[src/design/nco_pkg.sv]
// Constants and types for the oscillator with phase modulation
// Summary of operation
// - A 28-bit phase accumulator advances once per master clock cycle while the sample FIFO has room.
// - One full phase cycle is 2^28 counts; the accumulator wraps modulo that.
// - Increment comes from frequency word a or b, by pin or control bit.
// - Changing frequency word only changes increment; accumulator never cleared.
// - A phase offset from 12-bit phase registers follows the accumulator.
// - The phase offset is added to the accumulator's most significant bits.
// - Two phase offset registers; one offset step is 1/4096 of a cycle.
// - Phase to the sine lookup is the upper 12 bits; lower bits dropped.
// - The sine lookup uses the truncated phase as address, returns amplitude.
// - Amplitude drives a 10-bit converter; lookup phase has two more bits.
// - Sign output enable and waveform mode bits decide sine lookup use.
// - Comparator path is enabled only when source select and enable are 1.
// - Offset comes from phase register a or b, by pin or control bit.
// - Datapath reset clears internal state to midscale; keeps all registers.
// - With sign pin enabled, source select picks comparator or oscillator MSB.
package nco_pkg;
	localparam int ACC_W = 28;
	localparam int PH_W = 12;
	localparam int DAC_W = 10;
	localparam int FIFO_DEPTH = 32;
	localparam int ADDR_W = 5;

	localparam logic [ADDR_W-1:0] OFS_CTRL = 5'h00;
	localparam logic [ADDR_W-1:0] OFS_FREQ_A = 5'h04;
	localparam logic [ADDR_W-1:0] OFS_FREQ_B = 5'h08;
	localparam logic [ADDR_W-1:0] OFS_PHASE_A = 5'h0C;
	localparam logic [ADDR_W-1:0] OFS_PHASE_B = 5'h10;
	localparam logic [ADDR_W-1:0] OFS_STATUS = 5'h14;

	localparam int CTRL_FREQ_WORD_SELECT_BIT_BIT = 0;
	localparam int CTRL_PSEL_BIT = 1;
	localparam int CTRL_PIN_MODE_BIT = 2;
	localparam int CTRL_DP_RESET_BIT = 3;
	localparam int CTRL_SIGN_EN_BIT = 4;
	localparam int CTRL_SIGN_SRC_BIT = 5;
	localparam int CTRL_MODE_BIT = 6;
	localparam int CTRL_W = 7;
	localparam int STAT_LEVEL_LSB = 16;

	localparam logic [CTRL_W-1:0] CTRL_RST = 7'h08;
	localparam logic [ACC_W-1:0] FREQ_RST = 28'h0000000;
	localparam logic [PH_W-1:0] PHASE_RST = 12'h000;
	localparam logic [DAC_W-1:0] DAC_MID = 10'h200;
	localparam logic [8:0] AMP_MAX = 9'h1FF;
	localparam logic [11:0] HALF_CYCLE = 12'h800;

	typedef struct packed {
		logic mode_tri;
		logic sign_src;
		logic sign_en;
		logic dp_reset;
		logic pin_mode;
		logic psel;
		logic freq_word_select_bit;
	} nco_ctrl_t;
endpackage

[src/design/nco_stream_if.sv]
// Stream carrier between the datapath and the sample FIFO
`timescale 1ns/10ps
interface nco_stream_if #(parameter int WIDTH = 10, parameter int DEPTH = 32);
	logic push_valid;
	logic push_ready;
	logic [WIDTH-1:0] push_data;
	logic pop_valid;
	logic pop_ready;
	logic [WIDTH-1:0] pop_data;
	logic [$clog2(DEPTH):0] level;
	modport src (output push_valid, output push_data, input push_ready,
		input level);
	modport fifo (input push_valid, input push_data, output push_ready,
		output pop_valid, output pop_data, input pop_ready, output level);
	modport snk (input pop_valid, input pop_data, output pop_ready);
endinterface

[src/design/nco_fifo.sv]
// Sample FIFO, flip-flop storage, power-of-two depth
`timescale 1ns/10ps
module nco_fifo import nco_pkg::*; #(
	parameter int WIDTH = 10,
	parameter int DEPTH = 32
) (
	input wire logic core_clk_in,
	input wire logic rstn_in,
	nco_stream_if.fifo st
);
	localparam int PW = $clog2(DEPTH);
	localparam logic [PW:0] FULL = (PW+1)'(DEPTH);

	typedef struct packed {
		logic [DEPTH-1:0][WIDTH-1:0] mem;
		logic [PW-1:0] wr;
		logic [PW-1:0] rd;
		logic [PW:0] cnt;
	} nco_fifo_state_t;

	nco_fifo_state_t s_q, s_d;
	logic push, pop;

	assign st.push_ready = (s_q.cnt != FULL);
	assign st.pop_valid = (s_q.cnt != '0);
	assign st.pop_data = s_q.mem[s_q.rd];
	assign st.level = s_q.cnt;

	always_comb begin
		s_d = s_q;
		push = st.push_valid && st.push_ready;
		pop = st.pop_valid && st.pop_ready;
		if (push) begin
			s_d.mem[s_q.wr] = st.push_data;
			s_d.wr = s_q.wr + 1'b1;
		end
		if (pop) begin
			s_d.rd = s_q.rd + 1'b1;
		end
		if (push && !pop) begin
			s_d.cnt = s_q.cnt + 1'b1;
		end else if (pop && !push) begin
			s_d.cnt = s_q.cnt - 1'b1;
		end
	end

	always_ff @(posedge core_clk_in or negedge rstn_in) begin
		if (!rstn_in) begin
			s_q <= '0;
		end else begin
			s_q <= s_d;
		end
	end
endmodule

[src/design/nco_top.sv]
// Oscillator, phase modulator, sine lookup and register slave
`timescale 1ns/10ps
module nco_top import nco_pkg::*; (
	input wire logic core_clk_in,
	input wire logic rstn_in,
	input wire logic [ADDR_W-1:0] avs_address_in,
	input wire logic avs_read_in,
	input wire logic avs_write_in,
	input wire logic [31:0] avs_writedata_in,
	input wire logic [3:0] avs_byteenable_in,
	output logic [31:0] avs_readdata_out,
	output logic avs_waitrequest_out,
	input wire logic freq_word_select_pin_in,
	input wire logic phase_offset_select_pin_in,
	input wire logic dp_reset_pin_in,
	input wire logic comparator_in,
	output logic [DAC_W-1:0] dac_code_out,
	output logic dac_valid_out,
	input wire logic dac_ready_in,
	output logic sign_bit_out
);
	typedef struct packed {
		nco_ctrl_t ctrl;
		logic [ACC_W-1:0] freq_a;
		logic [ACC_W-1:0] freq_b;
		logic [PH_W-1:0] phase_a;
		logic [PH_W-1:0] phase_b;
		logic ack;
		logic [31:0] rdata;
		logic [1:0] fpin_s;
		logic [1:0] ppin_s;
		logic [1:0] rpin_s;
		logic [1:0] comp_s;
		logic [ACC_W-1:0] acc;
		logic [PH_W-1:0] ph;
		logic [DAC_W-1:0] code;
		logic code_vld;
		logic sign;
	} nco_state_t;

	nco_state_t s_q, s_d;
	nco_stream_if #(.WIDTH(DAC_W), .DEPTH(FIFO_DEPTH)) stream ();

	logic adv, freq_word_select_bit, psel, dp_rst, use_sine, req;
	logic [ACC_W-1:0] incr;
	logic [PH_W-1:0] offset;
	logic [10:0] half;
	logic [22:0] prod;
	logic [8:0] amp;
	logic [DAC_W-1:0] code_next;
	logic [31:0] be_mask;
	logic [31:0] wmask;

	nco_fifo #(.WIDTH(DAC_W), .DEPTH(FIFO_DEPTH)) u_fifo (
		.core_clk_in(core_clk_in),
		.rstn_in(rstn_in),
		.st(stream.fifo)
	);

	assign stream.push_valid = s_q.code_vld;
	assign stream.push_data = s_q.code;
	assign stream.pop_ready = dac_ready_in;
	assign dac_code_out = stream.pop_data;
	assign dac_valid_out = stream.pop_valid;
	assign avs_readdata_out = s_q.rdata;
	assign sign_bit_out = s_q.sign;
	assign req = avs_read_in || avs_write_in;
	// One wait state per access
	assign avs_waitrequest_out = req && !s_q.ack;

	always_comb begin
		s_d = s_q;
		be_mask = '0;
		for (int i = 0; i < 4; i++) begin
			be_mask[i*8 +: 8] = {8{avs_byteenable_in[i]}};
		end
		wmask = avs_writedata_in & be_mask;

		// Pin synchronisers
		s_d.fpin_s = {s_q.fpin_s[0], freq_word_select_pin_in};
		s_d.ppin_s = {s_q.ppin_s[0], phase_offset_select_pin_in};
		s_d.rpin_s = {s_q.rpin_s[0], dp_reset_pin_in};
		s_d.comp_s = {s_q.comp_s[0], comparator_in};

		// Bus slave
		s_d.ack = req && !s_q.ack;
		if (avs_read_in && !s_q.ack) begin
			case (avs_address_in)
				OFS_CTRL: s_d.rdata = 32'(s_q.ctrl);
				OFS_FREQ_A: s_d.rdata = 32'(s_q.freq_a);
				OFS_FREQ_B: s_d.rdata = 32'(s_q.freq_b);
				OFS_PHASE_A: s_d.rdata = 32'(s_q.phase_a);
				OFS_PHASE_B: s_d.rdata = 32'(s_q.phase_b);
				OFS_STATUS: begin
					s_d.rdata = 32'(s_q.ph);
					s_d.rdata[STAT_LEVEL_LSB +: $clog2(FIFO_DEPTH)+1] =
						stream.level;
				end
				default: s_d.rdata = 32'h00000000;
			endcase
		end
		// Write lands on the edge after the one that ends the wait
		if (avs_write_in && s_q.ack) begin
			case (avs_address_in)
				OFS_CTRL: s_d.ctrl = CTRL_W'((32'(s_q.ctrl) & ~be_mask) | wmask);
				OFS_FREQ_A: s_d.freq_a =
					ACC_W'((32'(s_q.freq_a) & ~be_mask) | wmask);
				OFS_FREQ_B: s_d.freq_b =
					ACC_W'((32'(s_q.freq_b) & ~be_mask) | wmask);
				OFS_PHASE_A: s_d.phase_a =
					PH_W'((32'(s_q.phase_a) & ~be_mask) | wmask);
				OFS_PHASE_B: s_d.phase_b =
					PH_W'((32'(s_q.phase_b) & ~be_mask) | wmask);
				default: ;
			endcase
		end

		// Selections follow pins or control bits every cycle
		freq_word_select_bit = s_q.ctrl.pin_mode ? s_q.fpin_s[1] : s_q.ctrl.freq_word_select_bit;
		psel = s_q.ctrl.pin_mode ? s_q.ppin_s[1] : s_q.ctrl.psel;
		incr = freq_word_select_bit ? s_q.freq_b : s_q.freq_a;
		offset = psel ? s_q.phase_b : s_q.phase_a;
		dp_rst = s_q.ctrl.dp_reset || s_q.rpin_s[1];
		adv = stream.push_ready || !s_q.code_vld;

		// Sine: parabolic half-wave addressed by 12-bit phase
		half = s_q.ph[10:0];
		prod = 23'(half) * 23'(HALF_CYCLE - {1'b0, half});
		amp = (prod[22:11] > 12'(AMP_MAX)) ? AMP_MAX : prod[19:11];
		use_sine = !s_q.ctrl.mode_tri || s_q.ctrl.sign_en;
		if (use_sine) begin
			code_next = s_q.ph[PH_W-1] ? DAC_MID - 10'(amp) :
				DAC_MID + 10'(amp);
		end else begin
			code_next = s_q.ph[PH_W-1] ? ~s_q.ph[10:1] : s_q.ph[10:1];
		end

		if (dp_rst) begin
			s_d.acc = '0;
			s_d.ph = '0;
			s_d.code_vld = 1'b1;
			s_d.code = DAC_MID;
		end else if (adv) begin
			s_d.acc = s_q.acc + incr;
			s_d.ph = s_q.acc[ACC_W-1 -: PH_W] + offset;
			s_d.code = code_next;
			s_d.code_vld = 1'b1;
		end

		// Sign pin source
		if (!s_q.ctrl.sign_en) begin
			s_d.sign = 1'b0;
		end else if (s_q.ctrl.sign_src) begin
			s_d.sign = s_q.comp_s[1];
		end else begin
			s_d.sign = s_q.ph[PH_W-1];
		end
	end

	always_ff @(posedge core_clk_in or negedge rstn_in) begin
		if (!rstn_in) begin
			s_q <= '0;
			s_q.ctrl <= CTRL_RST;
			s_q.freq_a <= FREQ_RST;
			s_q.freq_b <= FREQ_RST;
			s_q.phase_a <= PHASE_RST;
			s_q.phase_b <= PHASE_RST;
			s_q.code <= DAC_MID;
		end else begin
			s_q <= s_d;
		end
	end

	logic run;
	assign run = !dp_rst && adv;
endmodule

[config.mk]
export PLATFORM = sky130hd
export DESIGN_NAME = nco_top
export DESIGN_NICKNAME = d
export VERILOG_FILES = /design/src/design/nco_pkg.sv /design/src/design/nco_stream_if.sv /design/src/design/nco_fifo.sv /design/src/design/nco_top.sv
export SDC_FILE = /design/constraint.sdc
export NUM_CORES = 1
export LEC_CHECK = 0
export BUFFER_PORTS_ARGS = -buffer_cell sky130_fd_sc_hd__buf_4
export CAP_MARGIN = 20
export CORE_MARGIN = 3
export CORE_UTILIZATION = 68
export CTS_CLUSTER_DIAMETER = 40
export DETAILED_ROUTE_END_ITERATION = 8
export MAX_ROUTING_LAYER = met4
export PLACE_DENSITY = 0.95
export SLEW_MARGIN = 20
export SYNTH_ARGS = -nofsm -noshare
export SYNTH_HDL_FRONTEND = slang
export SYNTH_SLANG_ARGS = --single-unit
[constraint.sdc]
create_clock -name core_clk_in -period 21.6 [get_ports core_clk_in]
set_input_delay 1.08 -clock core_clk_in [delete_from_list [all_inputs] [get_ports core_clk_in]]
set_output_delay 1.08 -clock core_clk_in [all_outputs]
set_load 0.05 [all_outputs]
==> impl_metrics.env, run 1 <==
export IMPL_ios=95
export IMPL_fp_coreArea_sq_um=43400
export IMPL_p_sw_mw=1.91
export IMPL_vdd_drop_max_mv=0.104
export IMPL_cp_end_kind="flip-flop"
export IMPL_fill_cells=2524
export IMPL_globalRouteOverflowTotal=0
export IMPL_postCtsResizedCells=0
export IMPL_multi_input_area_sq_um=16000
export IMPL_async_flop_share=1.00
export IMPL_grt_pass1_wl_microns=122000
export IMPL_synthCells=2454
export IMPL_dpl_hpwl_microns=50600
export IMPL_antenna_found_initial=0
export IMPL_cts_sinks=512
export IMPL_synth_top_area_frac=0.425
export IMPL_rsz0062_at_grt="no"
export IMPL_fmaxAchievable_mhz=117
export IMPL_clkLatencyLatePin_ns=0.64
export IMPL_track_usage=0.342
export IMPL_p_int_mw=2.84
export IMPL_hold_violations=0
export IMPL_combPwrFrac=0.444
export IMPL_worst_slack_ns=13.07
export IMPL_power_density_nw_per_um2=144
export IMPL_synthMuxAreaShare=0.244
export IMPL_synth_top_family_by_area="multiplexers"
export IMPL_netSwitchingFraction=0.402
export IMPL_hp_class="flip-flop to flip-flop"
export IMPL_area_delta_synth_final_pct=9.54
export IMPL_gp_congestion=0.906
export IMPL_ys_seq_elements=512
export IMPL_die_width_microns=216
export IMPL_utilization=0.759
export IMPL_first_pass_iters=8
export IMPL_grt_max_degree=125
export IMPL_synth_cell_types=97
export IMPL_drcViolationCount=0
export IMPL_cts_setup_buffers=0
export IMPL_synth_simple_area_share=0.0793
export IMPL_route_vias_total=20632
export IMPL_yosysTopAreaCell="dfrtp_1"
export IMPL_finalCritPeriodShare=0.395
export IMPL_cts_buffer_depth=3
export IMPL_postRouteAntennaNets=0
export IMPL_finClkSkew_ns=0.0247
export IMPL_synth_main_ff_cell="dfrtp_1"
export IMPL_synthXorXnorAreaFrac=0.0175
export IMPL_worst_pin_slew_ns=1.13
export IMPL_synth_edff_count=0
export IMPL_cp_arrival_ns=9.09
export IMPL_setup_viol=0
export IMPL_finalMaxSlewViolations=0
export IMPL_fp_dieArea_sq_um=46700
export IMPL_postRouteWirelength_microns=75900
export IMPL_cts_made_buffers=58
export IMPL_initial_core_util=0.693
export IMPL_ys_top_cells_by_area="dfrtp_1 42%, mux2_2 17%, mux4_2 7.5%, fa_1 6.1%, ha_1 5.2%"
export IMPL_synth_compound_area_frac=0.0761
export IMPL_start_kind="flip-flop"
export IMPL_relSlewSlack=0.245
export IMPL_final_cell_area_sq_um=32900
export IMPL_avgSynthCellArea_sq_um=12.2
export IMPL_drtIter0Drc=1909
export IMPL_cts_root_buf="clkbuf_16"
export IMPL_rows=76
export IMPL_synth_area_sq_um=30000
export IMPL_final_common_cell="dfrtp_1"
export IMPL_drv_cap=0
export IMPL_regArea_sq_um=12800
export IMPL_p_total_mw=4.75
export IMPL_p_seq_frac=0.342
export IMPL_cts_hold_buffers=0
export IMPL_critPathKind="flip-flop to flip-flop"
export IMPL_status="completed"
export IMPL_first_global_vias=22396
export IMPL_critPathRequiredTime_ns=22.16
export IMPL_drive_above_1_share=0.317
export IMPL_dpl_cell_area_sq_um=30900
export IMPL_port_buffers=86
export IMPL_clk_pin_slew_ns=0.06
export IMPL_cts_tree="yes"
export IMPL_fin_tns_setup_ns=0
export IMPL_die_height_microns=216
export IMPL_final_cell_mix="500 x dfrtp_1, 442 x mux2_2, 152 x nand2_1"
export IMPL_antenna_cells=0
export IMPL_synth_seq_area_share=0.427
export IMPL_via_per_inst=6.64
export IMPL_p_leak_nw=15.5
export IMPL_dp_slack_ns=13.06
export IMPL_synthAdderAreaFrac=0.113
export IMPL_yosysWarningCount=0
export IMPL_slowest_delay_ns=0.81
export IMPL_critPathSlowestCell="dfrtp_1"
export IMPL_cp_max_fo=15
export IMPL_htree_levels=2
export IMPL_layout_nets=2739
export IMPL_period_minus_slack_ns=8.53
export IMPL_wire_per_inst_microns=24.5
export IMPL_clockPowerShare=0.214
==> path summary, 6_finish.rpt <==
check | startpoint | endpoint | slack [ns] | cells past startpoint
worst min register to register | s_d[59] | s_q[59] | 0.35 | 0
max in group asynchronous | rstn_in | async pin | 18.23 | 4
worst min-delay path | s_d[59] | s_q[59] | 0.35 | 0
worst max register to register | half[1] | stream.push_data[6] | 13.07 | 29
worst max-delay path | half[1] | stream.push_data[6] | 13.07 | 29
min in group asynchronous | rstn_in | u_fifo.s_q[212] | 0.53 | 1
==> metal layers <==
layer / vias to the layer above / routed length (microns) / track usage
li1: 8716 / - / -
met1: 10606 / 28100 / 0.406
met2: 1046 / 38800 / 0.576
met3: 264 / 5170 / 0.0557
met4: 0 / 3810 / 0.161
met5: - / 0 / -
==> cell usage after synthesis (all sizes together), types with 7 or more instances <==
cell type	instances
dfrtp	510
mux2	443
nand2	153
inv	145
ha	125
nor2	113
clkbuf	103
mux4	100
fa	91
o21ai	80
a21oi	67
buf	58
nand2b	51
nor2b	37
xnor2	35
nand3	28
a21o	27
xor2	24
nor3	22
a22o	20
and2	15
a221oi	13
nand4	13
a21boi	12
o31ai	12
a211oi	11
a22oi	11
and3	11
or3	10
o21a	9
a32o	8
mux2i	7
==> metrics by stage <==
step	instances	hold WS [ns]
after floorplan	2468	0.331
after global placement	2997	0.333
after detailed placement	2997	0.339
after CTS	3104	0.353
after global routing	3105	0.364
final	3105	0.352
==> power groups by stage <==
stage          Combinational, mW  Sequential (mW)  Clock (mW)
3_5_place_dp                2.06             1.60           0
4_1_cts                     2.09             1.61        1.03
6_report                    2.11             1.62        1.01
3_3_place_gp                1.95             1.54           0
5_1_grt                     2.28             1.65        1.06
2_1_floorplan               1.72             1.39           0
==> layout make-up <==
cell class	instances	area share
Timing Repair Buffer	106	0.0248
Clock inverter	33	0.0124
Multi-Input combinational cell	1649	0.486
Inverter	146	0.0167
Tap cell	585	0.0222
Sequential cell	512	0.390
Clock buffer	74	0.0484
==> cells by family after synthesis <==
kind of cell / count (synthesis)
buffers and inverters: 307
other: 2
flip-flops: 512
AND/OR/NAND/NOR: 483
XOR/XNOR: 59
multiplexers: 550
AO/OA/AOI/OAI: 325
adder cells (fa/ha/maj): 216
==> worst max-delay path, delay by kind of cell (launching register included) <==
family / cells / cell delay, ns
flip-flops: 1 / 0.81
buffers and inverters: 5 / 0.53
adder cells (fa/ha/maj): 9 / 3.84
XOR/XNOR: 1 / 0.17
AND/OR/NAND/NOR: 6 / 0.94
AO/OA/AOI/OAI: 8 / 2.18
No activity file was read; power rests on OpenSTA's default activity.
==> run 2, diff against run 1 <==
--- a/config.mk
+++ b/config.mk
@@ -5,14 +5,15 @@
 export SDC_FILE = /design/constraint.sdc
 export NUM_CORES = 1
 export LEC_CHECK = 0
+export ABC_AREA = 1
 export BUFFER_PORTS_ARGS = -buffer_cell sky130_fd_sc_hd__buf_4
 export CAP_MARGIN = 20
 export CORE_MARGIN = 3
-export CORE_UTILIZATION = 68
+export CORE_UTILIZATION = 57
 export CTS_CLUSTER_DIAMETER = 40
 export DETAILED_ROUTE_END_ITERATION = 8
 export MAX_ROUTING_LAYER = met4
-export PLACE_DENSITY = 0.95
+export PLACE_DENSITY = 0.89
 export SLEW_MARGIN = 20
 export SYNTH_ARGS = -nofsm -noshare
 export SYNTH_HDL_FRONTEND = slang
==> constraint.sdc (replaced) <==
create_clock -name core_clk_in -period 7.2 [get_ports core_clk_in]
set_input_delay 0.36 -clock core_clk_in [delete_from_list [all_inputs] [get_ports core_clk_in]]
set_output_delay 0.36 -clock core_clk_in [all_outputs]
set_load 0.05 [all_outputs]
==> run 2 against run 1 <==
Effect of this change: sequential power rose to 2.7 times the previous value; combinational power increased to 2.5 times the previous value; sequential cell count unchanged; die area increased by 17%; design area down 1.2%; via count grew 28%; first-iteration DRC count grew 88%; clock skew grew 0.012 ns; total power grew to 2.7 times the previous value; non-clock buffer count increased by 28; clock-buffer cell count up 2; highest routed layer unchanged.
==> impl_metrics.env, run 2 <==
export IMPL_status="completed"
export IMPL_whs_ns=0.0302
export IMPL_yosysMostFrequentCell="nand2_1"
export IMPL_cts_made_buffers=59
export IMPL_critPathRequiredTime_ns=7.73
export IMPL_port_buffers=86
export IMPL_synth_cell_types=51
export IMPL_ios=95
export IMPL_clockPowerShare=0.245
export IMPL_finalCritPeriodShare=0.964
export IMPL_p_sw_mw=5.60
export IMPL_drv_cap=0
export IMPL_drcViolationCount=0
export IMPL_hp_class="primary input to flip-flop"
export IMPL_final_common_cell="nand2_1"
export IMPL_cts_root_buf="clkbuf_16"
export IMPL_htree_levels=2
export IMPL_fp_coreArea_sq_um=50700
export IMPL_first_pass_iters=6
export IMPL_first_global_vias=25197
export IMPL_antenna_found_initial=0
export IMPL_p_seq_frac=0.335
export IMPL_clk_pin_slew_ns=0.06
export IMPL_route_vias_total=26441
export IMPL_drive_above_1_share=0.0741
export IMPL_synthCells=3693
export IMPL_synthTopCellsByCount="901 x nand2_1, 696 x o21ai_0, 510 x dfrtp_1, 340 x inv_1, 317 x nor2_1"
export IMPL_critPathSlowestCell="fa_1"
export IMPL_initial_core_util=0.583
export IMPL_yosysTopAreaCell="dfrtp_1"
export IMPL_avgSynthCellArea_sq_um=8.00
export IMPL_worst_pin_slew_ns=1.16
export IMPL_dpl_hpwl_microns=50600
export IMPL_die_width_microns=234
export IMPL_fill_cells=3950
export IMPL_synth_top_area_frac=0.432
export IMPL_p_leak_nw=15.9
export IMPL_fp_dieArea_sq_um=54600
export IMPL_power_density_nw_per_um2=394
export IMPL_cts_buffer_depth=3
export IMPL_synth_edff_count=0
export IMPL_antenna_cells=0
export IMPL_final_cell_area_sq_um=32500
export IMPL_fmaxAchievable_mhz=144
export IMPL_synth_area_sq_um=29500
export IMPL_finClkSkew_ns=0.0366
export IMPL_async_flop_share=1.00
export IMPL_via_per_inst=6.05
export IMPL_period_minus_slack_ns=6.94
export IMPL_worst_slack_ns=0.256
export IMPL_dp_slack_ns=0.285
export IMPL_drtIter0Drc=3584
export IMPL_combPwrFrac=0.420
export IMPL_cp_arrival_ns=7.48
export IMPL_vdd_drop_max_mv=0.223
export IMPL_start_kind="flip-flop"
export IMPL_synth_seq_area_share=0.434
export IMPL_die_height_microns=234
export IMPL_postRouteAntennaNets=0
export IMPL_cpMostUsedCell="nand2_1"
export IMPL_p_int_mw=7.23
export IMPL_cp_max_fo=5
export IMPL_setup_viol=0
export IMPL_cp_end_kind="flip-flop"
export IMPL_ys_top_cells_by_area="dfrtp_1 43%, o21ai_0 12%, nand2_1 11%, fa_1 6.2%, ha_1 5.3%"
export IMPL_finalMaxSlewViolations=0
export IMPL_rows=82
export IMPL_relSlewSlack=0.229
export IMPL_postRouteWirelength_microns=80100
export IMPL_cts_tree="yes"
export IMPL_dp_cells=4244
export IMPL_track_usage=0.298
export IMPL_clkLatencyLatePin_ns=0.65
export IMPL_netSwitchingFraction=0.436
export IMPL_cts_sinks=512
export IMPL_yosysWarningCount=0
export IMPL_synth_main_ff_cell="dfrtp_1"
export IMPL_ys_seq_elements=512
export IMPL_final_cells=4372
export IMPL_critical_path_top_delay_family="adder cells"
export IMPL_slowest_delay_ns=0.54
export IMPL_dpl_cell_area_sq_um=30200
export IMPL_cp_num_buf_inv=8
export IMPL_p_total_mw=12.8
export IMPL_hold_violations=0
export IMPL_critPathKind="flip-flop to flip-flop"
export IMPL_gp_congestion=1.02
export IMPL_final_cell_mix="899 x nand2_1, 696 x o21ai_0, 507 x dfrtp_1"
export IMPL_layout_nets=3917
export IMPL_globalRouteOverflowTotal=0
export IMPL_area_delta_synth_final_pct=10.1
export IMPL_grt_pass1_wl_microns=128000
export IMPL_wire_per_inst_microns=18.3
export IMPL_grt_max_degree=155
[run 2: changes by cell type after synthesis, sizes merged, moves of 46 or more]
| cell | change |
|---|---|
| nor2 | +209 |
| mux4 | -100 |
| nand2 | +754 |
| a21oi | +46 |
| clkbuf | +86 |
| inv | +197 |
| o22ai | +63 |
| nand3 | +49 |
| nand2b | -51 |
| o21ai | +617 |
| mux2 | -438 |
[run 2: path summary, 6_finish.rpt]
path / startpoint / endpoint / slack [ns] / cells past startpoint
setup / recovery: half[1] / stream.push_data[8] / 0.26 / 37
setup reg to reg: half[1] / stream.push_data[8] / 0.26 / 37
hold reg to reg: s_d[59] / s_q[59] / 0.35 / 0
hold / removal: avs_writedata_in[26] / flip-flop / 0.03 / 3
max in group asynchronous: rstn_in / u_fifo.s_q[6] / 5.47 / 3
min in group asynchronous: rstn_in / u_fifo.s_q[303] / 0.26 / 2
[run 2: logic make-up after synthesis]
kind of cell | Yosys count | synth area share
flops | 512 | 0.434
compound gates | 963 | 0.176
mux | 6 | 0.00224
buf+inv | 598 | 0.0814
xor+xnor | 28 | 0.00830
other cells | 2 | 0.000254
simple gates | 1368 | 0.184
fa+ha+maj | 216 | 0.115
[run 2: per-layer routing]
| layer | up-vias | share of wire | GRT usage |
|---|---|---|---|
| met4 | 0 | 0.051 | 0.150 |
| met2 | 1535 | 0.47 | 0.468 |
| met3 | 327 | 0.089 | 0.0467 |
| met5 | - | 0 | - |
| met1 | 12614 | 0.39 | 0.379 |
| li1 | 11965 | - | - |
[run 2: per-stage QoR]
stage	util	setup TNS, ns
detailed placement	0.597	0
floorplan	-	0
finish	0.642	0
global placement	0.597	0
global route	0.642	-0.0578
CTS	0.639	0
[run 2: tightest hold or removal path, stage by stage]
cell,delay [ns]
buf_4,0.07
inv_1,0.04
o21ai_0,0.14
[run 2: area by class of cell]
| class | instances | area [sq um] | share of cell area |
|---|---|---|---|
| Multi-Input combinational cell | 2597 | 14400 | 0.444 |
| Sequential cell | 512 | 12800 | 0.394 |
| Clock buffer | 76 | 1630 | 0.0502 |
| Inverter | 347 | 1310 | 0.0401 |
| Timing Repair Buffer | 134 | 1080 | 0.0334 |
| Tap cell | 672 | 841 | 0.0259 |
| Clock inverter | 34 | 412 | 0.0127 |
[run 2: power by group through the flow]
| stage | clock network [mW] | registers, mW | logic [mW] |
|---|---|---|---|
| finish | 3.14 | 4.30 | 5.38 |
| global route | 3.28 | 4.38 | 5.95 |
| CTS | 3.15 | 4.27 | 5.20 |
| detailed placement | 0 | 4.30 | 5.10 |
| global placement | 0 | 4.26 | 4.93 |
| floorplan | 0 | 4.11 | 3.81 |
[run 2: repair_timing]
action                                 4_1_cts  5_1_grt
buffers inserted                             0        5
setup endpoints to repair                    0        5
resized for setup                            0       18
hold buffers                                11        0
endpoints found under the hold margin       77        0
